==> src/include/rmms_defines.svh <==
/*
 holds the offsets, field codes, reset values and limits of the
 run mode monitor selector.
 assumes it is included by bare name wherever these are needed.
*/
`ifndef RMMS_DEFINES_SVH
`define RMMS_DEFINES_SVH
// register byte offsets
`define RMMS_OFS_MON 8'h00
`define RMMS_OFS_SUB 8'h04
`define RMMS_OFS_SCALE 8'h08
`define RMMS_OFS_FEED 8'h0C
`define RMMS_OFS_COEF_A 8'h10
`define RMMS_OFS_COEF_B 8'h14
`define RMMS_OFS_PID 8'h18
`define RMMS_OFS_TMR 8'h1C
`define RMMS_OFS_FSRC 8'h20
`define RMMS_OFS_STAT 8'h24
`define RMMS_OFS_DISP 8'h28
// monitor item codes
`define RMMS_MON_SPEED 4'h0
`define RMMS_MON_CURR 4'h3
`define RMMS_MON_VOLT 4'h4
`define RMMS_MON_POWER 4'h9
`define RMMS_MON_PIDCMD 4'hA
`define RMMS_MON_PIDFB 4'hC
`define RMMS_MON_TIMER 4'hD
`define RMMS_ITEM_LAST 3'h6
// speed sub-item codes
`define RMMS_SUB_RAW 3'h0
`define RMMS_SUB_COMP 3'h1
`define RMMS_SUB_REF 3'h2
`define RMMS_SUB_SHAFT 3'h4
`define RMMS_SUB_LINE 3'h5
`define RMMS_SUB_FEED 3'h6
// mode codes
`define RMMS_PID_PROC1 2'h1
`define RMMS_PID_PROC2 2'h2
`define RMMS_TMR_ON 1'h1
`define RMMS_FSRC_KNOB 3'h4
// reset values
`define RMMS_RST_MON 4'h0
`define RMMS_RST_SUB 3'h0
`define RMMS_RST_SCALE 16'h0001
`define RMMS_RST_FEED 16'h0001
`define RMMS_RST_COEF_A 16'h0064
`define RMMS_RST_COEF_B 16'h0000
`define RMMS_RST_PID 2'h0
`define RMMS_RST_TMR 1'h0
`define RMMS_RST_FSRC 3'h4
// display limit and bus answers
`define RMMS_OVF_LIMIT 32'h0000_2710
`define RMMS_RESP_OKAY 2'h0
`define RMMS_RESP_SLVERR 2'h2
`endif

==> src/include/rmms_pkg.sv <==
/*
 holds the types of the run mode monitor selector.
 assumes nothing beyond a SystemVerilog compiler.
*/
package rmms_pkg;
  // one-hot top states
  typedef enum logic [1:0] {
    RMMS_ST_BOOT = 2'h1,
    RMMS_ST_RUN = 2'h2
  } rmms_state_t;

  // whole state of the block
  typedef struct packed {
    rmms_state_t st;
    logic [2:0] item;
    logic fresh;
    logic [3:0] mon_sel;
    logic [2:0] sub_sel;
    logic [15:0] scale;
    logic [15:0] feed;
    logic [15:0] coef_a;
    logic [15:0] coef_b;
    logic [1:0] pid_mode;
    logic tmr_en;
    logic [2:0] fsrc;
    logic aw_ok;
    logic w_ok;
    logic [7:0] waddr;
    logic [31:0] wdata;
    logic [3:0] wstrb;
    logic bvalid;
    logic [1:0] bresp;
    logic rvalid;
    logic [31:0] rdata;
    logic [1:0] rresp;
    logic [31:0] disp;
    logic dash;
    logic ovf;
    logic dp_blink;
    logic dp_lit;
    logic [15:0] ref_freq;
  } rmms_state_s_t;
endpackage : rmms_pkg

==> src/logic/rmms_top.sv <==
/*
 run mode monitor selector: picks and formats the quantity shown on
 a four-digit monitor, with settings held behind an AXI4-Lite slave.
 assumes measured values arrive as synchronous inputs and the key
 input is a one-cycle pulse per press.
*/
// How it works
// - enters running mode by itself after reset
// - first item comes from stored item setting
// - each key press in running mode advances to next item, unless a legal item write lands that cycle
// - item codes 0,3,4,9,10,12,13
// - pid value times (A minus B) plus B
// - pid items dashed unless pid mode 1/2 and a key was pressed since reset
// - timer item dashed unless timer enabled and a key was pressed since reset
// - pid command blinks lowest decimal point
// - pid feedback lights lowest decimal point
// - timer shows remaining count, positive integer
// - speed sub-item codes 0,1,2,4,5,6
// - shaft and line speed: frequency times coefficient
// - feed time: coefficient over frequency times feed
// - computed speed at 10000 or more: overflow
// - scaled speeds use uncompensated output frequency
// - frequency source 4 takes the knob
`timescale 1ns/100ps
`include "rmms_defines.svh"
module rmms_top (
  // clock and reset
  input wire logic core_clk,
  input wire logic resetn,
  // axi4-lite write
  input wire logic [7:0] s_axi_awaddr,
  input wire logic s_axi_awvalid,
  output logic s_axi_awready,
  input wire logic [31:0] s_axi_wdata,
  input wire logic [3:0] s_axi_wstrb,
  input wire logic s_axi_wvalid,
  output logic s_axi_wready,
  output logic [1:0] s_axi_bresp,
  output logic s_axi_bvalid,
  input wire logic s_axi_bready,
  // axi4-lite read
  input wire logic [7:0] s_axi_araddr,
  input wire logic s_axi_arvalid,
  output logic s_axi_arready,
  output logic [31:0] s_axi_rdata,
  output logic [1:0] s_axi_rresp,
  output logic s_axi_rvalid,
  input wire logic s_axi_rready,
  // keypad
  input wire logic function_data_key,
  // measured quantities
  input wire logic [15:0] out_freq_raw,
  input wire logic [15:0] out_freq_comp,
  input wire logic [15:0] ref_freq_final,
  input wire logic [15:0] out_current,
  input wire logic [15:0] out_voltage,
  input wire logic [15:0] in_power,
  input wire logic [15:0] pid_command,
  input wire logic [15:0] pid_feedback,
  input wire logic [15:0] timer_remaining,
  input wire logic [15:0] builtin_knob,
  input wire logic [15:0] keypad_freq,
  // monitor outputs
  output logic run_mode,
  output logic [3:0] item_code,
  output logic [31:0] disp_value,
  output logic disp_dashes,
  output logic disp_overflow,
  output logic dp_blink,
  output logic dp_lit,
  output logic [15:0] ref_freq
);
  rmms_pkg::rmms_state_s_t q, n; // state and its next value
  logic aw_hs, w_hs, b_hs, ar_hs, r_hs; // channel handshakes
  logic [3:0] cur_code; // code of the shown item
  logic [31:0] prod_scale, prod_feed, quot; // speed arithmetic
  logic [31:0] spd_val; // selected speed value
  logic spd_ovf; // computed speed too large
  logic [15:0] pid_src; // pid quantity shown
  logic signed [35:0] pid_val; // scaled pid value
  logic [32:0] rd_word; // {error, data} for read
  logic [31:0] mg; // merged write word
  logic [4:0] code_idx; // {legal, index} of written code
  // item index to monitor code
  function automatic logic [3:0] code_of(input logic [2:0] i);
    case (i)
      3'h0: code_of = `RMMS_MON_SPEED;
      3'h1: code_of = `RMMS_MON_CURR;
      3'h2: code_of = `RMMS_MON_VOLT;
      3'h3: code_of = `RMMS_MON_POWER;
      3'h4: code_of = `RMMS_MON_PIDCMD;
      3'h5: code_of = `RMMS_MON_PIDFB;
      default: code_of = `RMMS_MON_TIMER;
    endcase
  endfunction : code_of
  // monitor code to {legal, index}
  function automatic logic [4:0] idx_of(input logic [3:0] c);
    case (c)
      `RMMS_MON_SPEED: idx_of = 5'h10;
      `RMMS_MON_CURR: idx_of = 5'h11;
      `RMMS_MON_VOLT: idx_of = 5'h12;
      `RMMS_MON_POWER: idx_of = 5'h13;
      `RMMS_MON_PIDCMD: idx_of = 5'h14;
      `RMMS_MON_PIDFB: idx_of = 5'h15;
      `RMMS_MON_TIMER: idx_of = 5'h16;
      default: idx_of = 5'h00;
    endcase
  endfunction : idx_of
  // byte-lane merge of a write into a read-map word
  function automatic logic [31:0] merge(input logic [32:0] o,
      input logic [31:0] d, input logic [3:0] s);
    merge = o[31:0];
    for (int i = 0; i < 4; i++) begin
      if (s[i]) begin
        merge[i*8 +: 8] = d[i*8 +: 8];
      end
    end
  endfunction : merge
  // register read map, top bit flags an unmapped address
  function automatic logic [32:0] reg_rd(
      input rmms_pkg::rmms_state_s_t s, input logic [7:0] a);
    case (a)
      `RMMS_OFS_MON: reg_rd = {29'h0, s.mon_sel};
      `RMMS_OFS_SUB: reg_rd = {30'h0, s.sub_sel};
      `RMMS_OFS_SCALE: reg_rd = {17'h0, s.scale};
      `RMMS_OFS_FEED: reg_rd = {17'h0, s.feed};
      `RMMS_OFS_COEF_A: reg_rd = {17'h0, s.coef_a};
      `RMMS_OFS_COEF_B: reg_rd = {17'h0, s.coef_b};
      `RMMS_OFS_PID: reg_rd = {31'h0, s.pid_mode};
      `RMMS_OFS_TMR: reg_rd = {32'h0, s.tmr_en};
      `RMMS_OFS_FSRC: reg_rd = {30'h0, s.fsrc};
      `RMMS_OFS_STAT: reg_rd = {20'h0, s.dp_lit, s.dp_blink, s.ovf,
        s.dash, s.st == rmms_pkg::RMMS_ST_RUN, s.fresh, 3'h0, code_of(s.item)};
      `RMMS_OFS_DISP: reg_rd = {1'h0, s.disp};
      default: reg_rd = {1'h1, 32'h0};
    endcase
  endfunction : reg_rd
  // bus handshakes; one write and one read in flight
  assign s_axi_awready = !q.aw_ok && !q.bvalid;
  assign s_axi_wready = !q.w_ok && !q.bvalid;
  assign s_axi_arready = !q.rvalid;
  assign aw_hs = s_axi_awvalid && s_axi_awready;
  assign w_hs = s_axi_wvalid && s_axi_wready;
  assign b_hs = q.bvalid && s_axi_bready;
  assign ar_hs = s_axi_arvalid && s_axi_arready;
  assign r_hs = q.rvalid && s_axi_rready;
  assign rd_word = reg_rd(q, s_axi_araddr);
  // speed arithmetic on the uncompensated frequency
  assign cur_code = code_of(q.item);
  assign prod_scale = 32'(out_freq_raw) * 32'(q.scale);
  assign prod_feed = 32'(out_freq_raw) * 32'(q.feed);
  // zero divisor counts as too large
  assign quot = (prod_feed == 32'h0) ? 32'hFFFF_FFFF :
    32'(q.scale) / prod_feed;
  assign pid_src = (cur_code == `RMMS_MON_PIDCMD) ? pid_command : pid_feedback;
  assign pid_val = $signed({20'h0, pid_src}) *
    ($signed({20'h0, q.coef_a}) - $signed({20'h0, q.coef_b})) +
    $signed({20'h0, q.coef_b});
  // speed sub-item select
  always_comb begin
    case (q.sub_sel)
      `RMMS_SUB_COMP: spd_val = 32'(out_freq_comp);
      `RMMS_SUB_REF: spd_val = 32'(ref_freq_final);
      `RMMS_SUB_SHAFT, `RMMS_SUB_LINE: spd_val = prod_scale;
      `RMMS_SUB_FEED: spd_val = quot;
      default: spd_val = 32'(out_freq_raw);
    endcase
    spd_ovf = (q.sub_sel >= `RMMS_SUB_SHAFT) &&
      (spd_val >= `RMMS_OVF_LIMIT);
  end
  // next state
  always_comb begin
    n = q;
    mg = 32'h0;
    code_idx = 5'h0;
    // top state and item stepping
    case (q.st)
      rmms_pkg::RMMS_ST_BOOT: begin
        n.item = 3'(idx_of(q.mon_sel));
        n.st = rmms_pkg::RMMS_ST_RUN;
      end
      rmms_pkg::RMMS_ST_RUN: begin
        if (function_data_key) begin
          n.fresh = 1'h0;
          // step, wrapping after the last
          n.item = (q.item == `RMMS_ITEM_LAST) ? 3'h0 :
            q.item + 3'h1;
        end
      end
      default: n.st = rmms_pkg::RMMS_ST_BOOT;
    endcase
    // write channel capture, either order
    if (aw_hs) begin
      n.aw_ok = 1'h1;
      n.waddr = s_axi_awaddr;
    end
    if (w_hs) begin
      n.w_ok = 1'h1;
      n.wdata = s_axi_wdata;
      n.wstrb = s_axi_wstrb;
    end
    if (b_hs) begin
      n.bvalid = 1'h0;
    end
    // both halves present: perform write
    if (n.aw_ok && n.w_ok) begin
      n.aw_ok = 1'h0;
      n.w_ok = 1'h0;
      n.bvalid = 1'h1;
      n.bresp = `RMMS_RESP_OKAY;
      mg = merge(reg_rd(q, n.waddr), n.wdata, n.wstrb);
      code_idx = idx_of(mg[3:0]);
      case (n.waddr)
        `RMMS_OFS_MON: begin
          // illegal codes are kept out
          if (code_idx[4]) begin
            n.mon_sel = mg[3:0];
            n.item = code_idx[2:0];
          end
        end
        `RMMS_OFS_SUB: begin
          if (mg[2:0] != 3'h3 && mg[2:0] != 3'h7) begin
            n.sub_sel = mg[2:0];
          end
        end
        `RMMS_OFS_SCALE: n.scale = mg[15:0];
        `RMMS_OFS_FEED: n.feed = mg[15:0];
        `RMMS_OFS_COEF_A: n.coef_a = mg[15:0];
        `RMMS_OFS_COEF_B: n.coef_b = mg[15:0];
        `RMMS_OFS_PID: n.pid_mode = mg[1:0];
        `RMMS_OFS_TMR: n.tmr_en = mg[0];
        `RMMS_OFS_FSRC: n.fsrc = mg[2:0];
        // status and display are read only
        `RMMS_OFS_STAT, `RMMS_OFS_DISP: n.bresp = `RMMS_RESP_OKAY;
        default: n.bresp = `RMMS_RESP_SLVERR;
      endcase
    end
    // read channel
    if (r_hs) begin
      n.rvalid = 1'h0;
    end
    if (ar_hs) begin
      n.rvalid = 1'h1;
      n.rdata = rd_word[31:0];
      n.rresp = rd_word[32] ? `RMMS_RESP_SLVERR : `RMMS_RESP_OKAY;
    end
    // display value per item
    n.ovf = 1'h0;
    n.dash = 1'h0;
    case (cur_code)
      `RMMS_MON_SPEED: begin
        n.disp = spd_val;
        n.ovf = spd_ovf;
      end
      `RMMS_MON_CURR: n.disp = 32'(out_current);
      `RMMS_MON_VOLT: n.disp = 32'(out_voltage);
      `RMMS_MON_POWER: n.disp = 32'(in_power);
      `RMMS_MON_PIDCMD, `RMMS_MON_PIDFB: begin
        n.disp = pid_val[31:0];
        n.dash = q.fresh || (q.pid_mode != `RMMS_PID_PROC1 &&
          q.pid_mode != `RMMS_PID_PROC2);
      end
      default: begin
        n.disp = 32'(timer_remaining);
        n.dash = q.fresh || (q.tmr_en != `RMMS_TMR_ON);
      end
    endcase
    n.dp_blink = (cur_code == `RMMS_MON_PIDCMD) && !n.dash;
    n.dp_lit = (cur_code == `RMMS_MON_PIDFB) && !n.dash;
    n.ref_freq = (q.fsrc == `RMMS_FSRC_KNOB) ? builtin_knob :
      keypad_freq;
  end
  // state register, synchronous reset
  always_ff @(posedge core_clk) begin
    if (!resetn) begin
      q <= '{st: rmms_pkg::RMMS_ST_BOOT, item: 3'h0, fresh: 1'h1,
        mon_sel: `RMMS_RST_MON, sub_sel: `RMMS_RST_SUB,
        scale: `RMMS_RST_SCALE, feed: `RMMS_RST_FEED,
        coef_a: `RMMS_RST_COEF_A, coef_b: `RMMS_RST_COEF_B,
        pid_mode: `RMMS_RST_PID, tmr_en: `RMMS_RST_TMR,
        fsrc: `RMMS_RST_FSRC, bresp: `RMMS_RESP_OKAY,
        rresp: `RMMS_RESP_OKAY, default: '0};
    end else begin
      q <= n;
    end
  end
  // outputs straight from state
  assign s_axi_bvalid = q.bvalid;
  assign s_axi_bresp = q.bresp;
  assign s_axi_rvalid = q.rvalid;
  assign s_axi_rdata = q.rdata;
  assign s_axi_rresp = q.rresp;
  assign run_mode = (q.st == rmms_pkg::RMMS_ST_RUN);
  assign item_code = cur_code;
  assign disp_value = q.disp;
  assign disp_dashes = q.dash;
  assign disp_overflow = q.ovf;
  assign dp_blink = q.dp_blink;
  assign dp_lit = q.dp_lit;
  assign ref_freq = q.ref_freq;
endmodule : rmms_top

==> config.mk <==
export PLATFORM = sky130hd
export DESIGN_NAME = rmms_top
export DESIGN_NICKNAME = d
export VERILOG_FILES = /design/src/include/rmms_pkg.sv /design/src/logic/rmms_top.sv
export VERILOG_INCLUDE_DIRS = /design/src /design/src/include
export SDC_FILE = /design/constraint.sdc
export NUM_CORES = 2
export LEC_CHECK = 0
export BUFFER_PORTS_ARGS = -buffer_cell sky130_fd_sc_hd__buf_2
export CAP_MARGIN = 20
export CORE_MARGIN = 2
export CORE_UTILIZATION = 55
export CTS_CLUSTER_SIZE = 20
export DETAILED_ROUTE_END_ITERATION = 10
export PLACE_DENSITY = 0.84
export SLEW_MARGIN = 30
export SYNTH_ARGS = -nofsm -noshare
export SYNTH_HDL_FRONTEND = slang
export SYNTH_SLANG_ARGS = --single-unit
==> constraint.sdc <==
create_clock -name core_clk -period 124.5 [get_ports core_clk]
set_clock_uncertainty 0.15 [all_clocks]
set_input_delay 6.225 -clock core_clk [delete_from_list [all_inputs] [get_ports core_clk]]
set_output_delay 6.225 -clock core_clk [all_outputs]
set_load 0.01 [all_outputs]
Word level (Yosys, flattened, before mapping). Index checks and enable logic that the tools add are counted.

Bits in latches: 0. ROM bits: 0. Memories kept: 0. Register bits: 203. Bits in writable memories: 0. Output and inout bits: 98.

Multiplexer cells: 32. Shift operators: 0. Reduce and logical (&&, ||, !) cells: 45. Div/mod/pow operators: 1. Eq/ne operators: 55. Add/sub/neg operators: 3. Bitwise operators: 2. $mul: 3. Magnitude comparators: 2.

Operators by type and width (number): case mux 33 bit (11 select lines) (1); case mux 16 bit (11 select lines) (1); case mux 32 bit (5 select lines) (1); case mux 32 bit (4 select lines) (1); == test 8 x 5 -> 1 bit, second input constant (8); multiplier 16 x 16 -> 32 bit (2); == test 8 x 6 -> 1 bit, second input constant (6); == test 4 bit, second input constant (11); 2-to-1 mux 35 bit (1); case mux 5 bit (7 select lines) (1); adder 32 x 17 -> 32 bit (1); divider 16 x 32 -> 32 bit (1); == test 8 x 4 -> 1 bit, second input constant (4); greater-or-equal comparator 32 x 14 -> 1 bit, second input constant (1); logical NOT 32 bit (1); multiplier 17 x 17 -> 32 bit (1); 2-to-1 mux 16 bit (2); 2-to-1 mux 32 bit (1); 2-to-1 mux 8 bit (4); case mux 4 bit (6 select lines) (1); == test 3 bit, second input constant (7); case mux 3 bit (7 select lines) (1); 2-to-1 mux 20 bit (1); AND reduction 2 bit (9); other kinds (34) (75).

Logic depth before layout (Yosys ltp).
Word-level depth: 14. Depth in mapped cells: 440. Mapped depth without buffers: 385.

Least setup slack after synthesis. OpenSTA, ideal clock, no wires.

Path type: input port to flip-flop. Start: input out_freq_raw[0]. End: register q, in the netlist disp_value[0]. Setup slack: 33.471 ns. Data arrival time: 90.739 ns. Buffers on the path: 55. Stages: 398. Library setup time: 0.140 ns. Cell sequence: clkbuf_1 nand2_1 fa_1 fa_1 inv_1 fa_1 fa_1 fa_1 inv_1 fa_1 inv_1 ha_1 buf_2 a21oi_1 o21ai_0 a21oi_1 o211ai_1 xnor2_1 [... 362 more ...] ha_1 a21o_1 a21o_1 a21o_1 a21o_1 a21o_1 a21o_1 a21oi_1 nor2b_1 o21ai_0 nand2b_1 a21o_1 a21oi_1 nor2b_1 o21ai_0 a21oi_1 o31ai_1 a32oi_1.

Word-level cells in the longest chain between the ends: 5. Elaborated cells on any way between the ends: 7. Classes of those cells: mul (2); div (1); mux (3); reduce/logical (1).

RTL lines: start: declaration (RTL line rmms_top.sv:52) `input wire logic [15:0] out_freq_raw,`; multiplier 16 x 16 -> 32 bit (RTL line rmms_top.sv:151) `assign prod_feed = 32'(out_freq_raw) * 32'(q.feed);`; divider 16 x 32 -> 32 bit / logical NOT 32 bit (equally long branches) (RTL line rmms_top.sv:154, rmms_top.sv:153); 2-to-1 mux 32 bit (RTL line rmms_top.sv:153) `assign quot = (prod_feed == 32'h0) ? 32'hFFFF_FFFF :`; case mux 32 bit (4 select lines) * (RTL line rmms_top.sv:161) `case (q.sub_sel)`; case mux 32 bit (5 select lines) * (RTL line rmms_top.sv:250) `case (cur_code)`; end signal: assignment (RTL line rmms_top.sv:276) `q <= '{st: rmms_pkg::RMMS_ST_BOOT, item: 3'h0, fresh: 1'h1,`; end signal: assignment (RTL line rmms_top.sv:284) `q <= n;`; end: declaration (RTL line rmms_top.sv:73) `rmms_pkg::rmms_state_s_t q, n;`.

Every way passes the cells marked *; elsewhere a longest branch is shown, timed or not. A chain may end at the register's enable or synchronous reset.

Worst setup path after layout.
Start: input out_freq_raw[9]. End: register q, in the netlist disp_value[0].

Word-level cells in the longest chain between the ends: 5. Elaborated cells on any way between the ends: 6. Classes of those cells: mul (1); div (1); mux (3); reduce/logical (1).

RTL lines (RTL line): multiplier 16 x 16 -> 32 bit * (rmms_top.sv:151); divider 16 x 32 -> 32 bit / logical NOT 32 bit (equally long branches) (rmms_top.sv:154, rmms_top.sv:153); 2-to-1 mux 32 bit * (rmms_top.sv:153); case mux 32 bit (4 select lines) * (rmms_top.sv:161); case mux 32 bit (5 select lines) * (rmms_top.sv:250).

Marks and branches as above.

==> impl_metrics.yaml <==
outcome:
  outcome: "finished, final reports clean"
finish:
  area_delta_synth_final_pct: 5.19
  nFillCells: 10887
  drive_above_1_share_pct: 8.62
  finalNetCount: 10447
  design_area_mm2: 0.0694
place:
  place_area_mm2: 0.0687
  dpl.hpwl_um: 191000
  portBuffers: 313
  place_ws_ps: 18730
  gp_congestion: 1.01
synthesis:
  synth_edf_count: 0
  synth_top_cell_area_share_pct: 18.6
  synthesis.area_mm2: 0.0660
  synth_area_leader_cell: "fa_1"
  synth_seq_area_share_pct: 6.04
  ys_seq_elements: 199
  syn_area_per_cell_um2: 7.55
  synth_common_cells: "nand2_1, inv_1, ha_1, nor2_1, fa_1"
  synth_warnings: 0
  synthArstFlopShare_pct: 0
  synth_most_common_cell: "nand2_1"
  synth_area_leaders: "fa_1, ha_1, nand2_1"
  ys.flop_type: "dfxtp_1"
  yosysUniqueCellTypes: 107
  synthCells: 8743
routing:
  ant_nets: 0
  wire_per_inst_um: 23.2
  vias: 67174
  via_per_inst: 6.48
  drt-initial-drc-count: 7770
  drt_wl_total_um: 241000
  drt_first_pass_iters: 9
  drc: 0
global_route:
  busiest_layer: "met2"
  grt.total_usage_pct: 38.5
  grt_use_met2_pct: 57.2
  grt_pass1_wl_um: 370000
  grtUsageMet1_pct: 50.7
  grt_pass1_vias: 65086
  grt_max_degree: 86
  antenna_found_initial: 8
  met3_usage_pct: 11.2
  overflow: 0
sta:
  setup-tns-final_ps: 0
  hold_viol_final: 0
  setup_violations: 0
  rsz0062_at_grt: "false"
  fin_ws_ps: 16280
  max_freq_ghz: 0.00924
  timing.slew.headroom_pct: 27.2
  slew_violations: 0
  worst_pin_slew_ps: 1090
  min_period_over_period_pct: 86.9
  fin_crit_ps: 108220
  holdWs_ps: 315
worst_setup_path:
  startpoint_type: "input port"
  startpoint: "out_freq_raw[9]"
  reg2reg_from: "q[189]"
  max_stage_delay_ps: 910
  crit_top_cell: "o21a_1"
  worstPathArrival_ps: 108410
  criticalPathCategory: "input port to register"
  cp_data_required_time_ps: 124690
  cp_max_fo: 55
  cpMaxStageDelayCell: "o311ai_0"
  worstSetupEndpointType: "register"
cts:
  post-cts-setup-buffers: 0
  cts_resized: 0
  cts-root-buf: "clkbuf_16"
  cts_tree: "yes"
  cts_max_level: 4
  numClockSinks: 199
  cts_buffers: 17
  postCtsHoldBufs: 0
  clk_latency_ps: 490
  clkSlewWorstSetupHoldPaths_ps: 90
  max-clock-path-buffers: 2
floorplan:
  start_util_pct: 55.2
  chipHeight_um: 350
  core-area_mm2: 0.119
  die_w_um: 350
  ios: 334
  die_area_mm2: 0.123
  rows: 127
worst_hold_path:
  min_from: "q[126]"
  worst_hold_path_type: "register to register"
flow_run:
  maxCapViolations: 0
[worst paths after layout]
path                        end  slack, ps  cells after the start
setup / recovery  disp_value[0]      16280                    371
hold / removal           q[126]        320                      2
setup reg to reg  disp_value[0]      21760                    370
hold reg to reg          q[126]        320                      2
[layout by cell type (no fill, tap or decap), types with 42 or more instances in the layout]
| master | Yosys | final |
|---|---|---|
| nand2_1 | 1063 | 1062 |
| inv_1 | 898 | 896 |
| ha_1 | 859 | 859 |
| nor2_1 | 791 | 790 |
| fa_1 | 614 | 614 |
| a21oi_1 | 539 | 532 |
| o21ai_0 | 315 | 315 |
| buf_2 | 23 | 314 |
| and2_1 | 271 | 270 |
| xnor2_1 | 272 | 267 |
| nor3_1 | 227 | 220 |
| dfxtp_1 | 199 | 197 |
| a21o_1 | 189 | 189 |
| o21a_1 | 166 | 166 |
| xor2_1 | 150 | 147 |
| buf_4 | 87 | 144 |
| nand3_1 | 142 | 142 |
| mux2_2 | 109 | 109 |
| a31oi_1 | 92 | 92 |
| nor2b_1 | 85 | 85 |
| nand2b_1 | 84 | 84 |
| mux2i_1 | 85 | 83 |
| nand4_1 | 78 | 78 |
| a22oi_1 | 75 | 75 |
| a211oi_1 | 73 | 73 |
| and3_1 | 67 | 66 |
| o31ai_1 | 54 | 53 |
| or3_1 | 50 | 50 |
| a221oi_1 | 47 | 47 |
| o211ai_1 | 43 | 43 |
| or2_2 | 42 | 42 |
[layer usage]
| layer | wire length (um) | share of wire (%) | up-vias |
|---|---|---|---|
| met5 | 76 | 0.032 | - |
| met1 | 94000 | 39 | 32175 |
| met2 | 101000 | 42 | 4069 |
| li1 | - | - | 30000 |
| met4 | 14200 | 5.9 | 4 |
| met3 | 31300 | 13 | 926 |
[layout make-up]
| type | instances | area, um2 | share of cell area [%] |
|---|---|---|---|
| diodes | 3 | 7.51 | 0.0108 |
| clock buffers | 18 | 439 | 0.633 |
| clock inverters | 14 | 215 | 0.310 |
| inverters | 899 | 3380 | 4.86 |
| multi-input cells | 7163 | 56700 | 81.7 |
| flip-flops and latches | 199 | 3990 | 5.74 |
| well taps | 1612 | 2020 | 2.91 |
| repair buffers | 458 | 2650 | 3.82 |
[sequential cells by signal, indices dropped and copies added (netlist names)]
name / cells
q: 111
disp_value: 32
s_axi_rdata: 32
ref_freq: 16
disp_dashes: 1
disp_overflow: 1
dp_blink: 1
dp_lit: 1
s_axi_bresp: 1
s_axi_bvalid: 1
s_axi_rresp: 1
s_axi_rvalid: 1
[cells by family after synthesis]
kind of cell,after synthesis,synth area share (%)
simple gates,3023,21.2
compound gates,2032,20.6
fa+ha+maj,1473,34.9
buf+inv,1398,8.52
xor+xnor,423,5.62
flops,199,6.04
mux,194,3.15
other cells,1,0.00568
[metrics by stage]
step                      util [%]  instances
after global placement        57.5      10330
after detailed placement      57.5      10330
final                         58.1      10366
after floorplan                  -       8760
after CTS                     58.1      10362
after global routing          58.1      10363
[critical path, delay by kind of cell]
kind / cells / cell delay [ps]
AOI/OAI and AO/OA: 209 / 57430
adders and majority gates: 37 / 13280
buffers and inverters: 28 / 6990
muxes: 6 / 2620
and+or+nand+nor: 91 / 21540
Power is not shown: default switching activity piles up to over one toggle a cycle in this logic, so the estimate is an artifact.
